`src/hdl/pbseq_pkg.sv`:
```
// Constants shared by the pushbutton power sequencer.
// Assumes one 125 MHz system clock and inputs synchronous to it.

package pbseq_pkg;

  // ****************************************************************
  // Timing
  // ****************************************************************
  localparam int unsigned CLK_HZ = 125000000;
  localparam int unsigned DEBOUNCE_MS = 24;
  localparam int unsigned DEBOUNCE_CYC = DEBOUNCE_MS * (CLK_HZ / 1000);
  localparam int unsigned INIT_US = 10;
  localparam int unsigned INIT_CYC = INIT_US * (CLK_HZ / 1000000);
  // Reset duration: 1 uA into the cap up to 1.2 V; default models 10 nF (12 ms).
  localparam int unsigned RST_CAP_PF = 10000;
  localparam int unsigned RST_UA = 1;
  localparam int unsigned RST_MV = 1200;
  localparam int unsigned RST_NS = (RST_CAP_PF / 1000) * RST_MV / RST_UA * 1000;
  localparam int unsigned RST_CYC = RST_NS / 8;
  // Shared converter oscillator 1.27 MHz, half period in system cycles.
  localparam int unsigned OSC_KHZ = 1270;
  localparam int unsigned OSC_HALF_CYC = (CLK_HZ / 1000) / (2 * OSC_KHZ);
  localparam int unsigned CNT_W = 32;

  typedef enum {PBSEQ_STANDBY, PBSEQ_INIT, PBSEQ_SEQ, PBSEQ_RUN, PBSEQ_FAULT} pbseq_state_e;

endpackage : pbseq_pkg

```
`src/hdl/pbseq_counter.sv`:
```
// Saturating up-counter that reports when a programmed terminal count is held.
// Assumes the caller clears it while its qualifying condition is false.
`timescale 1ns/1ps
`default_nettype none

module pbseq_counter #(
  parameter int unsigned WIDTH = 32
) (
  input wire logic sys_clk_in,
  input wire logic rst_n_in,
  input wire logic run_in,
  input wire logic [WIDTH-1:0] limit_in,
  output logic done_out
);

  logic [WIDTH-1:0] count_reg;
  wire logic at_limit = (count_reg >= limit_in);

  always_ff @(posedge sys_clk_in or negedge rst_n_in) begin
    if (!rst_n_in) begin
      count_reg <= '0;
    end else if (!run_in) begin
      count_reg <= '0;
    end else if (!at_limit) begin
      count_reg <= count_reg + {{(WIDTH-1){1'b0}}, 1'b1};
    end
  end

  // Done only while still running, so a drop of the condition ends it at once.
  assign done_out = run_in && at_limit;

endmodule // pbseq_counter

`default_nettype wire

```
`src/hdl/pbseq_osc.sv`:
```
// Divider that makes the shared converter switching clock from the system clock.
// Assumes the converters sample only the edges of the clock it drives.
`timescale 1ns/1ps
`default_nettype none

module pbseq_osc #(
  parameter int unsigned HALF = 49
) (
  input wire logic sys_clk_in,
  input wire logic rst_n_in,
  output logic osc_out
);

  logic [15:0] div_reg;
  logic osc_reg;
  wire logic wrap = (div_reg == 16'(HALF - 1));

  always_ff @(posedge sys_clk_in or negedge rst_n_in) begin
    if (!rst_n_in) begin
      div_reg <= 16'h0000;
      osc_reg <= 1'b0;
    end else begin
      div_reg <= wrap ? 16'h0000 : div_reg + 16'h0001;
      osc_reg <= wrap ? ~osc_reg : osc_reg;
    end
  end

  assign osc_out = osc_reg;

endmodule // pbseq_osc

`default_nettype wire

```
`src/hdl/pbseq_top.sv`:
```
// Control logic of the pushbutton power sequencer: debounce, sequencing, reset timer.
// Assumes all inputs synchronous to sys_clk_in; power-good inputs come from converters.
`timescale 1ns/1ps
`default_nettype none

module pbseq_top #(
  parameter int unsigned DEBOUNCE_CYC = pbseq_pkg::DEBOUNCE_CYC,
  parameter int unsigned RST_CYC = pbseq_pkg::RST_CYC,
  parameter int unsigned INIT_CYC = pbseq_pkg::INIT_CYC
) (
  input wire logic sys_clk_in,
  input wire logic rst_n_in,
  input wire logic power_hold_in,
  input wire logic pushbutton_in,
  input wire logic buck_one_enable_in,
  input wire logic buck_two_enable_in,
  input wire logic buckboost_enable_in,
  input wire logic buck_one_pgood_in,
  input wire logic buck_two_pgood_in,
  input wire logic buckboost_pgood_in,
  input wire logic overtemp_in,
  input wire logic undervolt_in,
  input wire logic pulse_skip_in,
  output logic button_status_out,
  output logic button_status_oe_n_out,
  output logic buck_one_on_out,
  output logic buck_two_on_out,
  output logic buckboost_on_out,
  output logic hot_plug_output_out,
  output logic discharge_out,
  output logic always_alive_on_out,
  output logic reset_n_out,
  output logic pulse_skip_out,
  output logic osc_out,
  output logic reset_timing_cap_out
);

  // ****************************************************************
  // Debounce
  // ****************************************************************
  logic pressed_reg;
  logic press_done;
  logic release_done;
  logic osc_raw;

  // Two counters: one qualifies a steady low, the other a steady high.
  pbseq_counter #(.WIDTH(pbseq_pkg::CNT_W)) u_press (
    .sys_clk_in(sys_clk_in),
    .rst_n_in(rst_n_in),
    .run_in(!pushbutton_in && !pressed_reg),
    .limit_in(pbseq_pkg::CNT_W'(DEBOUNCE_CYC)),
    .done_out(press_done)
  );

  pbseq_counter #(.WIDTH(pbseq_pkg::CNT_W)) u_release (
    .sys_clk_in(sys_clk_in),
    .rst_n_in(rst_n_in),
    .run_in(pushbutton_in && pressed_reg),
    .limit_in(pbseq_pkg::CNT_W'(DEBOUNCE_CYC)),
    .done_out(release_done)
  );

  pbseq_osc #(.HALF(pbseq_pkg::OSC_HALF_CYC)) u_osc (
    .sys_clk_in(sys_clk_in),
    .rst_n_in(rst_n_in),
    .osc_out(osc_raw)
  );

  wire logic pressed_next = press_done ? 1'b1 : (release_done ? 1'b0 : pressed_reg);

  // ****************************************************************
  // Enable and fault decode
  // ****************************************************************
  // An undriven power-hold reads low by the pull-down, so a plain level test suffices.
  wire logic enable_req = power_hold_in || pressed_reg;
  wire logic hard_fault = overtemp_in || undervolt_in;

  pbseq_pkg::pbseq_state_e state_reg;
  pbseq_pkg::pbseq_state_e state_next;
  logic init_done;
  logic timer_done;
  logic b1_reg, b2_reg, bb_reg, hso_reg;
  logic rst_n_reg, dis_reg, ps_reg, osc_reg;
  // Status enable and always-alive flag are registered so every pin but the constant button_status_out leaves a flop.
  logic oe_n_reg, alive_reg;
  logic timer_run_reg;

  pbseq_counter #(.WIDTH(pbseq_pkg::CNT_W)) u_init (
    .sys_clk_in(sys_clk_in),
    .rst_n_in(rst_n_in),
    .run_in(state_reg == pbseq_pkg::PBSEQ_INIT),
    .limit_in(pbseq_pkg::CNT_W'(INIT_CYC)),
    .done_out(init_done)
  );

  // Sequence stage: a disabled channel counts as already regulated so it is skipped.
  wire logic b1_ok = !buck_one_enable_in || buck_one_pgood_in;
  wire logic b2_ok = !buck_two_enable_in || buck_two_pgood_in;
  wire logic bb_ok = !buckboost_enable_in || buckboost_pgood_in;
  wire logic all_ok = b1_ok && b2_ok && bb_ok;
  // Custom order: no enable high at the end of init means hand-driven enables.
  wire logic none_en = !buck_one_enable_in && !buck_two_enable_in && !buckboost_enable_in;

  wire logic b1_next = buck_one_enable_in;
  wire logic b2_next = buck_two_enable_in && (state_reg == pbseq_pkg::PBSEQ_RUN || b1_ok);
  wire logic bb_next = buckboost_enable_in
                       && (state_reg == pbseq_pkg::PBSEQ_RUN || (b1_ok && b2_ok));
  wire logic on_state = (state_reg == pbseq_pkg::PBSEQ_SEQ) || (state_reg == pbseq_pkg::PBSEQ_RUN);

  // Reset timer charges only while every enabled rail is good and no hard fault is present.
  wire logic timer_run_next = on_state && all_ok && !hard_fault;

  pbseq_counter #(.WIDTH(pbseq_pkg::CNT_W)) u_rst (
    .sys_clk_in(sys_clk_in),
    .rst_n_in(rst_n_in),
    .run_in(timer_run_reg),
    .limit_in(pbseq_pkg::CNT_W'(RST_CYC)),
    .done_out(timer_done)
  );

  // ****************************************************************
  // State machine
  // ****************************************************************
  always_comb begin
    state_next = state_reg;
    case (state_reg)
      pbseq_pkg::PBSEQ_STANDBY: begin
        if (enable_req && !hard_fault) begin
          state_next = pbseq_pkg::PBSEQ_INIT;
        end
      end
      pbseq_pkg::PBSEQ_INIT: begin
        if (init_done) begin
          state_next = none_en ? pbseq_pkg::PBSEQ_RUN : pbseq_pkg::PBSEQ_SEQ;
        end
      end
      pbseq_pkg::PBSEQ_SEQ: begin
        if (all_ok) begin
          state_next = pbseq_pkg::PBSEQ_RUN;
        end
      end
      pbseq_pkg::PBSEQ_RUN: begin
        state_next = pbseq_pkg::PBSEQ_RUN;
      end
      pbseq_pkg::PBSEQ_FAULT: begin
        if (!hard_fault) begin
          state_next = pbseq_pkg::PBSEQ_SEQ;
        end
      end
      default: begin
        state_next = pbseq_pkg::PBSEQ_STANDBY;
      end
    endcase
    // Losing the enable ends any state; faults override except in standby.
    if (!enable_req) begin
      state_next = pbseq_pkg::PBSEQ_STANDBY;
    end else if (hard_fault && state_reg != pbseq_pkg::PBSEQ_STANDBY) begin
      state_next = pbseq_pkg::PBSEQ_FAULT;
    end
  end

  wire logic go_on = (state_next == pbseq_pkg::PBSEQ_SEQ) || (state_next == pbseq_pkg::PBSEQ_RUN);

  always_ff @(posedge sys_clk_in or negedge rst_n_in) begin
    if (!rst_n_in) begin
      state_reg <= pbseq_pkg::PBSEQ_STANDBY;
      pressed_reg <= 1'b0;
      timer_run_reg <= 1'b0;
    end else begin
      state_reg <= state_next;
      pressed_reg <= pressed_next;
      timer_run_reg <= timer_run_next;
    end
  end

  // ****************************************************************
  // Outputs
  // ****************************************************************
  // Converters hold through regulation loss; only faults or disable turn them off.
  always_ff @(posedge sys_clk_in or negedge rst_n_in) begin
    if (!rst_n_in) begin
      b1_reg <= 1'b0;
      b2_reg <= 1'b0;
      bb_reg <= 1'b0;
      hso_reg <= 1'b0;
      rst_n_reg <= 1'b0;
      dis_reg <= 1'b1;
      ps_reg <= 1'b0;
      osc_reg <= 1'b0;
      oe_n_reg <= 1'b1;
      alive_reg <= 1'b1;
    end else begin
      b1_reg <= go_on && b1_next;
      b2_reg <= go_on && buck_two_enable_in && (b2_next || b2_reg);
      bb_reg <= go_on && buckboost_enable_in && (bb_next || bb_reg);
      hso_reg <= go_on && buckboost_enable_in && buckboost_pgood_in;
      rst_n_reg <= on_state && go_on && timer_done;
      dis_reg <= (state_next == pbseq_pkg::PBSEQ_STANDBY);
      ps_reg <= pulse_skip_in;
      osc_reg <= osc_raw;
      oe_n_reg <= !pressed_next;
      alive_reg <= (state_next != pbseq_pkg::PBSEQ_FAULT);
    end
  end

  assign buck_one_on_out = b1_reg;
  assign buck_two_on_out = b2_reg;
  assign buckboost_on_out = bb_reg;
  assign hot_plug_output_out = hso_reg;
  assign reset_n_out = rst_n_reg;
  assign discharge_out = dis_reg;
  assign pulse_skip_out = ps_reg;
  assign osc_out = osc_reg;
  // Open drain: output level is always low; the enable pulls only while pressed.
  assign button_status_out = 1'b0;
  assign button_status_oe_n_out = oe_n_reg;
  assign always_alive_on_out = alive_reg;
  // The cap pin is held low whenever the timer is cleared.
  assign reset_timing_cap_out = timer_run_reg;

  // ****************************************************************
  // Checks
  // ****************************************************************
  a_reset_when_off: assert property (
    @(posedge sys_clk_in) disable iff (!rst_n_in)
    (state_reg == pbseq_pkg::PBSEQ_STANDBY) |-> !reset_n_out)
    else $error("Reset released while disabled");

  a_fault_rails_off: assert property (
    @(posedge sys_clk_in) disable iff (!rst_n_in)
    hard_fault |=> !buck_one_on_out && !buck_two_on_out && !buckboost_on_out && !reset_n_out)
    else $error("Rails on during hard fault");

  a_pgood_loss_rst: assert property (
    @(posedge sys_clk_in) disable iff (!rst_n_in)
    (on_state && !all_ok) |=> ##1 !reset_n_out)
    else $error("Reset not asserted on regulation loss");

  a_bb_after_b12: assert property (
    @(posedge sys_clk_in) disable iff (!rst_n_in)
    ($rose(buckboost_on_out) && $past(state_reg) == pbseq_pkg::PBSEQ_SEQ)
      |-> $past(b1_ok) && $past(b2_ok))
    else $error("Buck-boost started before earlier rails good");

  a_b2_after_b1: assert property (
    @(posedge sys_clk_in) disable iff (!rst_n_in)
    ($rose(buck_two_on_out) && $past(state_reg) == pbseq_pkg::PBSEQ_SEQ) |-> $past(b1_ok))
    else $error("Buck two started before buck one good");

  a_hso_needs_pg: assert property (
    @(posedge sys_clk_in) disable iff (!rst_n_in)
    hot_plug_output_out |-> $past(buckboost_pgood_in))
    else $error("Hot-plug output without buck-boost power good");

  a_status_press: assert property (
    @(posedge sys_clk_in) disable iff (!rst_n_in)
    press_done |=> !button_status_oe_n_out
      ##1 (state_reg != pbseq_pkg::PBSEQ_STANDBY || hard_fault))
    else $error("Press not reported or not enabling");

  a_release_off: assert property (
    @(posedge sys_clk_in) disable iff (!rst_n_in)
    (!power_hold_in && !pressed_reg) |=> discharge_out && !buck_one_on_out)
    else $error("Device not disabled on release");

  a_rst_timer: assert property (
    @(posedge sys_clk_in) disable iff (!rst_n_in)
    $rose(reset_n_out) |-> $past(timer_done))
    else $error("Reset released before timer expiry");

  a_skip_chan: assert property (
    @(posedge sys_clk_in) disable iff (!rst_n_in)
    ($rose(buckboost_on_out) && $past(state_reg) == pbseq_pkg::PBSEQ_SEQ
      && !$past(buck_two_enable_in)) |-> $past(b1_ok))
    else $error("Buck-boost started early with buck two skipped");

  a_custom_direct: assert property (
    @(posedge sys_clk_in) disable iff (!rst_n_in)
    (state_reg == pbseq_pkg::PBSEQ_RUN && buck_one_enable_in && enable_req && !hard_fault)
      |=> buck_one_on_out)
    else $error("Raised enable did not start its converter");

  a_hold_on_loss: assert property (
    @(posedge sys_clk_in) disable iff (!rst_n_in)
    (state_reg == pbseq_pkg::PBSEQ_RUN && buck_two_on_out && buck_two_enable_in
      && enable_req && !hard_fault) |=> buck_two_on_out)
    else $error("Converter dropped while held");

  a_mode_copy: assert property (
    @(posedge sys_clk_in) disable iff (!rst_n_in)
    pulse_skip_out == $past(pulse_skip_in))
    else $error("Mode output does not follow mode input");

  a_standby_off: assert property (
    @(posedge sys_clk_in) disable iff (!rst_n_in)
    (state_reg == pbseq_pkg::PBSEQ_STANDBY && $past(state_reg) == pbseq_pkg::PBSEQ_STANDBY)
      |-> discharge_out && !hot_plug_output_out && always_alive_on_out)
    else $error("Standby outputs wrong");

  a_release_status: assert property (
    @(posedge sys_clk_in) disable iff (!rst_n_in)
    release_done |=> button_status_oe_n_out)
    else $error("Status still pulled after debounced release");

  a_hard_alive: assert property (
    @(posedge sys_clk_in) disable iff (!rst_n_in)
    (hard_fault && enable_req && state_reg != pbseq_pkg::PBSEQ_STANDBY)
      |=> !always_alive_on_out)
    else $error("Always-alive rails on during hard fault");

  // ****************************************************************
  // Cover points
  // ****************************************************************
  c_press: cover property (@(posedge sys_clk_in) disable iff (!rst_n_in) press_done);
  c_run: cover property (@(posedge sys_clk_in) disable iff (!rst_n_in) $rose(reset_n_out));
  c_fault: cover property (@(posedge sys_clk_in) disable iff (!rst_n_in)
    state_reg == pbseq_pkg::PBSEQ_FAULT ##1 state_reg == pbseq_pkg::PBSEQ_SEQ);
  c_custom: cover property (@(posedge sys_clk_in) disable iff (!rst_n_in)
    state_reg == pbseq_pkg::PBSEQ_INIT ##1 state_reg == pbseq_pkg::PBSEQ_RUN);
  c_skip: cover property (@(posedge sys_clk_in) disable iff (!rst_n_in)
    $rose(buckboost_on_out) && !buck_two_enable_in);

endmodule // pbseq_top

`default_nettype wire

```
`config.mk`:
```
export PLATFORM = sky130hd
export DESIGN_NAME = pbseq_top
export DESIGN_NICKNAME = d
export VERILOG_FILES = /design/src/hdl/pbseq_pkg.sv /design/src/hdl/pbseq_counter.sv /design/src/hdl/pbseq_osc.sv /design/src/hdl/pbseq_top.sv
export SDC_FILE = /design/constraint.sdc
export NUM_CORES = 1
export LEC_CHECK = 0
export BUFFER_PORTS_ARGS = -buffer_cell sky130_fd_sc_hd__buf_2
export CORE_ASPECT_RATIO = 1.75
export CORE_MARGIN = 2
export CORE_UTILIZATION = 63
export DETAILED_ROUTE_END_ITERATION = 10
export PLACE_DENSITY = 0.81
export REMOVE_ABC_BUFFERS = 1
export SETUP_SLACK_MARGIN = 0.1
export SLEW_MARGIN = 5
export SYNTH_ARGS = -nofsm -noshare
export SYNTH_HDL_FRONTEND = slang
export SYNTH_SLANG_ARGS = --single-unit
```
`constraint.sdc`:
```
create_clock -name sys_clk_in -period 6.4 [get_ports sys_clk_in]
set_input_delay 0 -clock sys_clk_in [delete_from_list [all_inputs] [get_ports sys_clk_in]]
set_output_delay 0 -clock sys_clk_in [all_outputs]
set_load 0.005 [all_outputs]
```
==> impl_results.md <==
- Status: finished clean
- DRC: 0
- 1st-pass router iterations: 5
- Setup Buffers After CTS: 0
- Final HPWL DP: 11.3 mm
- Fin area: 9370 um^2
- CTS tree: yes
- Synthesis-stage register bit count: 189
- Post_cts resized: 0
- Post-synth top flop: dfrtp_1
- Most common cell after layout, fill and taps aside: dfrtp_1
- Synth unique cells: 64
- Post-synth ARST share: 100%
- Routed WL: 17.0 mm
- Pwr/cell area: 251 nW/um^2
- Setup ws final: 3.54 ns
- Yosys warns: 0
- First-pass GRT wire length: 29.7 mm
- Synth Area in XOR/XNOR: 4.00%
- GRT met3 Usage: 4.30%
- Final worst path period need: 2.86 ns
- Max Root-Sink Buffers: 2
- CTS clk-pin slew, worst paths: 0.08 ns
- Slew headroom: 28.2%
- Mapped Area: 8320 um^2
- Slowest CP cell: dlygate4sd3_1
- Largest net degree at the start of global routing: 100
- Global Route Usage Sum: 25.9%
- Initial antenna violation count: 0
- Critical path class: reg -> reg
- Peak supply drop: 0.180 mV
- Post-synthesis mux area share: 0.963%
- Routed Antenna Nets: 0
- Die H: 156 um
- Detailed-route wire length per cell: 16.9 um
- RSZ-0062 raised after global routing: no
- Setup Viol. Count Final: 0
- Worst-Skew Late Latency: 0.43 ns
- Num Clock Sinks: 189
- Post-synthesis cell count: 766
- Worst reg-to-reg path cell count: 6
- Largest family of logic cells by synthesized area: simple AND/OR/NAND/NOR gates
- Commonest non-fill, non-tap cells in the layout: dfrtp_1, nor2_1, and2_1, a21oi_1, nand2_1
- Die Wd: 90.9 um
- Critical path endpoint category: flop
- Setup crit start kind: flop
- EDFF count, synth: 0
- Starting Density: 64.3%
- Max Freq: 350 MHz
- Hold Slack: 0.0342 ns
- WP data required: 6.77 ns
- Setup Slack @ Placement: 3.98 ns
- Crit path depth: 6
- Vias in the first global route: 6388
- IO Port Bufs: 23
- Largest stage delay, worst path: 0.61 ns
- Clk_skew: 0.00807 ns
- N_diodes: 0
- Final core utilization: 72.4%
- Area grow syn2layout: 12.6%
- Share of cells above drive strength 1: 9.68%
- Initial DRC count: 443
- Syn avg cell area: 10.9 um^2
- Placed cell area: 8670 um^2
- Core Area: 12900 um^2
- Simple-Gate Fraction of Synth Area: 22.4%
- WP buf/inv: 1
- CTS H-tree depth: 4
- Critical path's top delay family: simple AND/OR/NAND/NOR gates
- Number of core rows: 55
- CTS root buffer: clkbuf_16
- Worst Max-Slew Pin Slew: 1.08 ns
- Min-Delay Path Depth: 4
- Sequential fraction of the synthesis area: 56.9%
- Routing usage on met1: 30.7%
- Final Hold Fails: 0
- Fin nets: 847
- Worst min path class: in -> reg
- Routability Congestion: 0.828
- Setup_tns: 0 ns
- Synth Area in Compound Gates: 11.4%
- Pins Over Slew Limit: 0
- Leak: 4.13 nW
- Via density: 6.11
- I/O pin total: 25
- Overflow after GRT: 0
- GRT busiest layer: met2
- Post-Synth Adder-Cell Area: 1.50%
- Final Cycle Share: 44.6%
- Die ar.: 14200 um^2
- GR Util met2: 46.3%
- TritonCTS Buffers: 17
- Critical path fanouts, max: 10
- Worst path cell trace: or4b_1 -> a211oi_2 -> or3_1 -> a21oi_2 -> a2111oi_1 -> dlygate4sd3_1
- Max-cap viol count: 0
- DR vias: 6160
- Crit path DAT: 3.22 ns
layer usage:
| metal | wire, um | vias up |
|---|---|---|
| met3 | 537 | 54 |
| met4 | 601 | 0 |
| met2 | 9200 | 163 |
| met5 | 0 | - |
| met1 | 6700 | 3083 |
| li1 | - | 2860 |
power by group:
| group | internal (W) | total, W | leakage [nW] | switching [W] |
|---|---|---|---|---|
| registers | 0.00121 | 0.00122 | 2.55 | 0.00000818 |
| logic | 0.0000158 | 0.0000619 | 1.29 | 0.0000461 |
| clock network | 0.000572 | 0.00107 | 0.296 | 0.000498 |
stage by stage:
stage | instances | total power (W)
floorplan | 770 | 0.00126
global placement | 966 | 0.00129
detailed placement | 966 | 0.00130
CTS | 1008 | 0.00236
global route | 1008 | 0.00243
finish | 1008 | 0.00235
path summary, 6_finish.rpt:
| path | slack (ns) | to | from |
|---|---|---|---|
| worst min-delay path | 0.03 | reset_timing_cap_out$_DFF_PN0_ | buck_two_pgood_in |
| worst max register to register | 3.54 | buckboost_on_out$_DFF_PN0_ | u_init.count_reg[9]$_DFFE_PN0N_ |
| min in group asynchronous | 0.24 | u_release.count_reg[10]$_DFFE_PN0N_ | rst_n_in |
| worst min register to register | 0.41 | osc_out$_DFF_PN0_ | u_osc.osc_out$_DFFE_PN0N_ |
| worst max-delay path | 3.54 | buckboost_on_out$_DFF_PN0_ | u_init.count_reg[9]$_DFFE_PN0N_ |
| max in group asynchronous | 4.53 | state_reg[11]$_DFF_PN0_ | rst_n_in |
final cells by class:
class / count / area (um^2)
sequential: 189 / 4730
fill: 941 / 3570
multi-input combinational: 550 / 3470
clock buffer: 18 / 439
timing repair buffer: 35 / 236
tap: 171 / 214
clock inverter: 14 / 160
inverter: 31 / 116
cells in the mapped netlist, types with 18 or more instances:
cell type	instances	area share (%)
o21ai_0	18	1.1
clkbuf_1	19	0.86
nand4_1	24	1.8
nand3_1	29	1.7
xnor2_1	34	3.6
dfrtp_1	186	56
and3_1	21	1.6
inv_1	30	1.4
nand2_1	41	1.9
or3_1	19	1.4
nor2_1	56	2.5
nor4_1	23	1.7
and2_1	49	3.7
a21oi_1	48	2.9
worst reg2reg max path, cell delays in order (launching register included):
cell,delay [ns]
dfrtp_1,0.42
or4b_1,0.53
a211oi_2,0.32
or3_1,0.35
a21oi_2,0.16
a2111oi_1,0.41
dlygate4sd3_1,0.61
kinds of logic after synthesis:
logic type      Yosys count
compound gates          139
xor+xnor                 38
fa+ha+maj                10
buf+inv                  56
flops                   189
mux                       8
other cells               1
simple gates            325
what timing repair did:
item / CTS / global route
endpoints found under the setup margin: 0 / 0
endpoints found under the hold margin: 112 / 0
hold buffers: 10 / 0
Note: power is estimated with default switching activity, not from simulation.
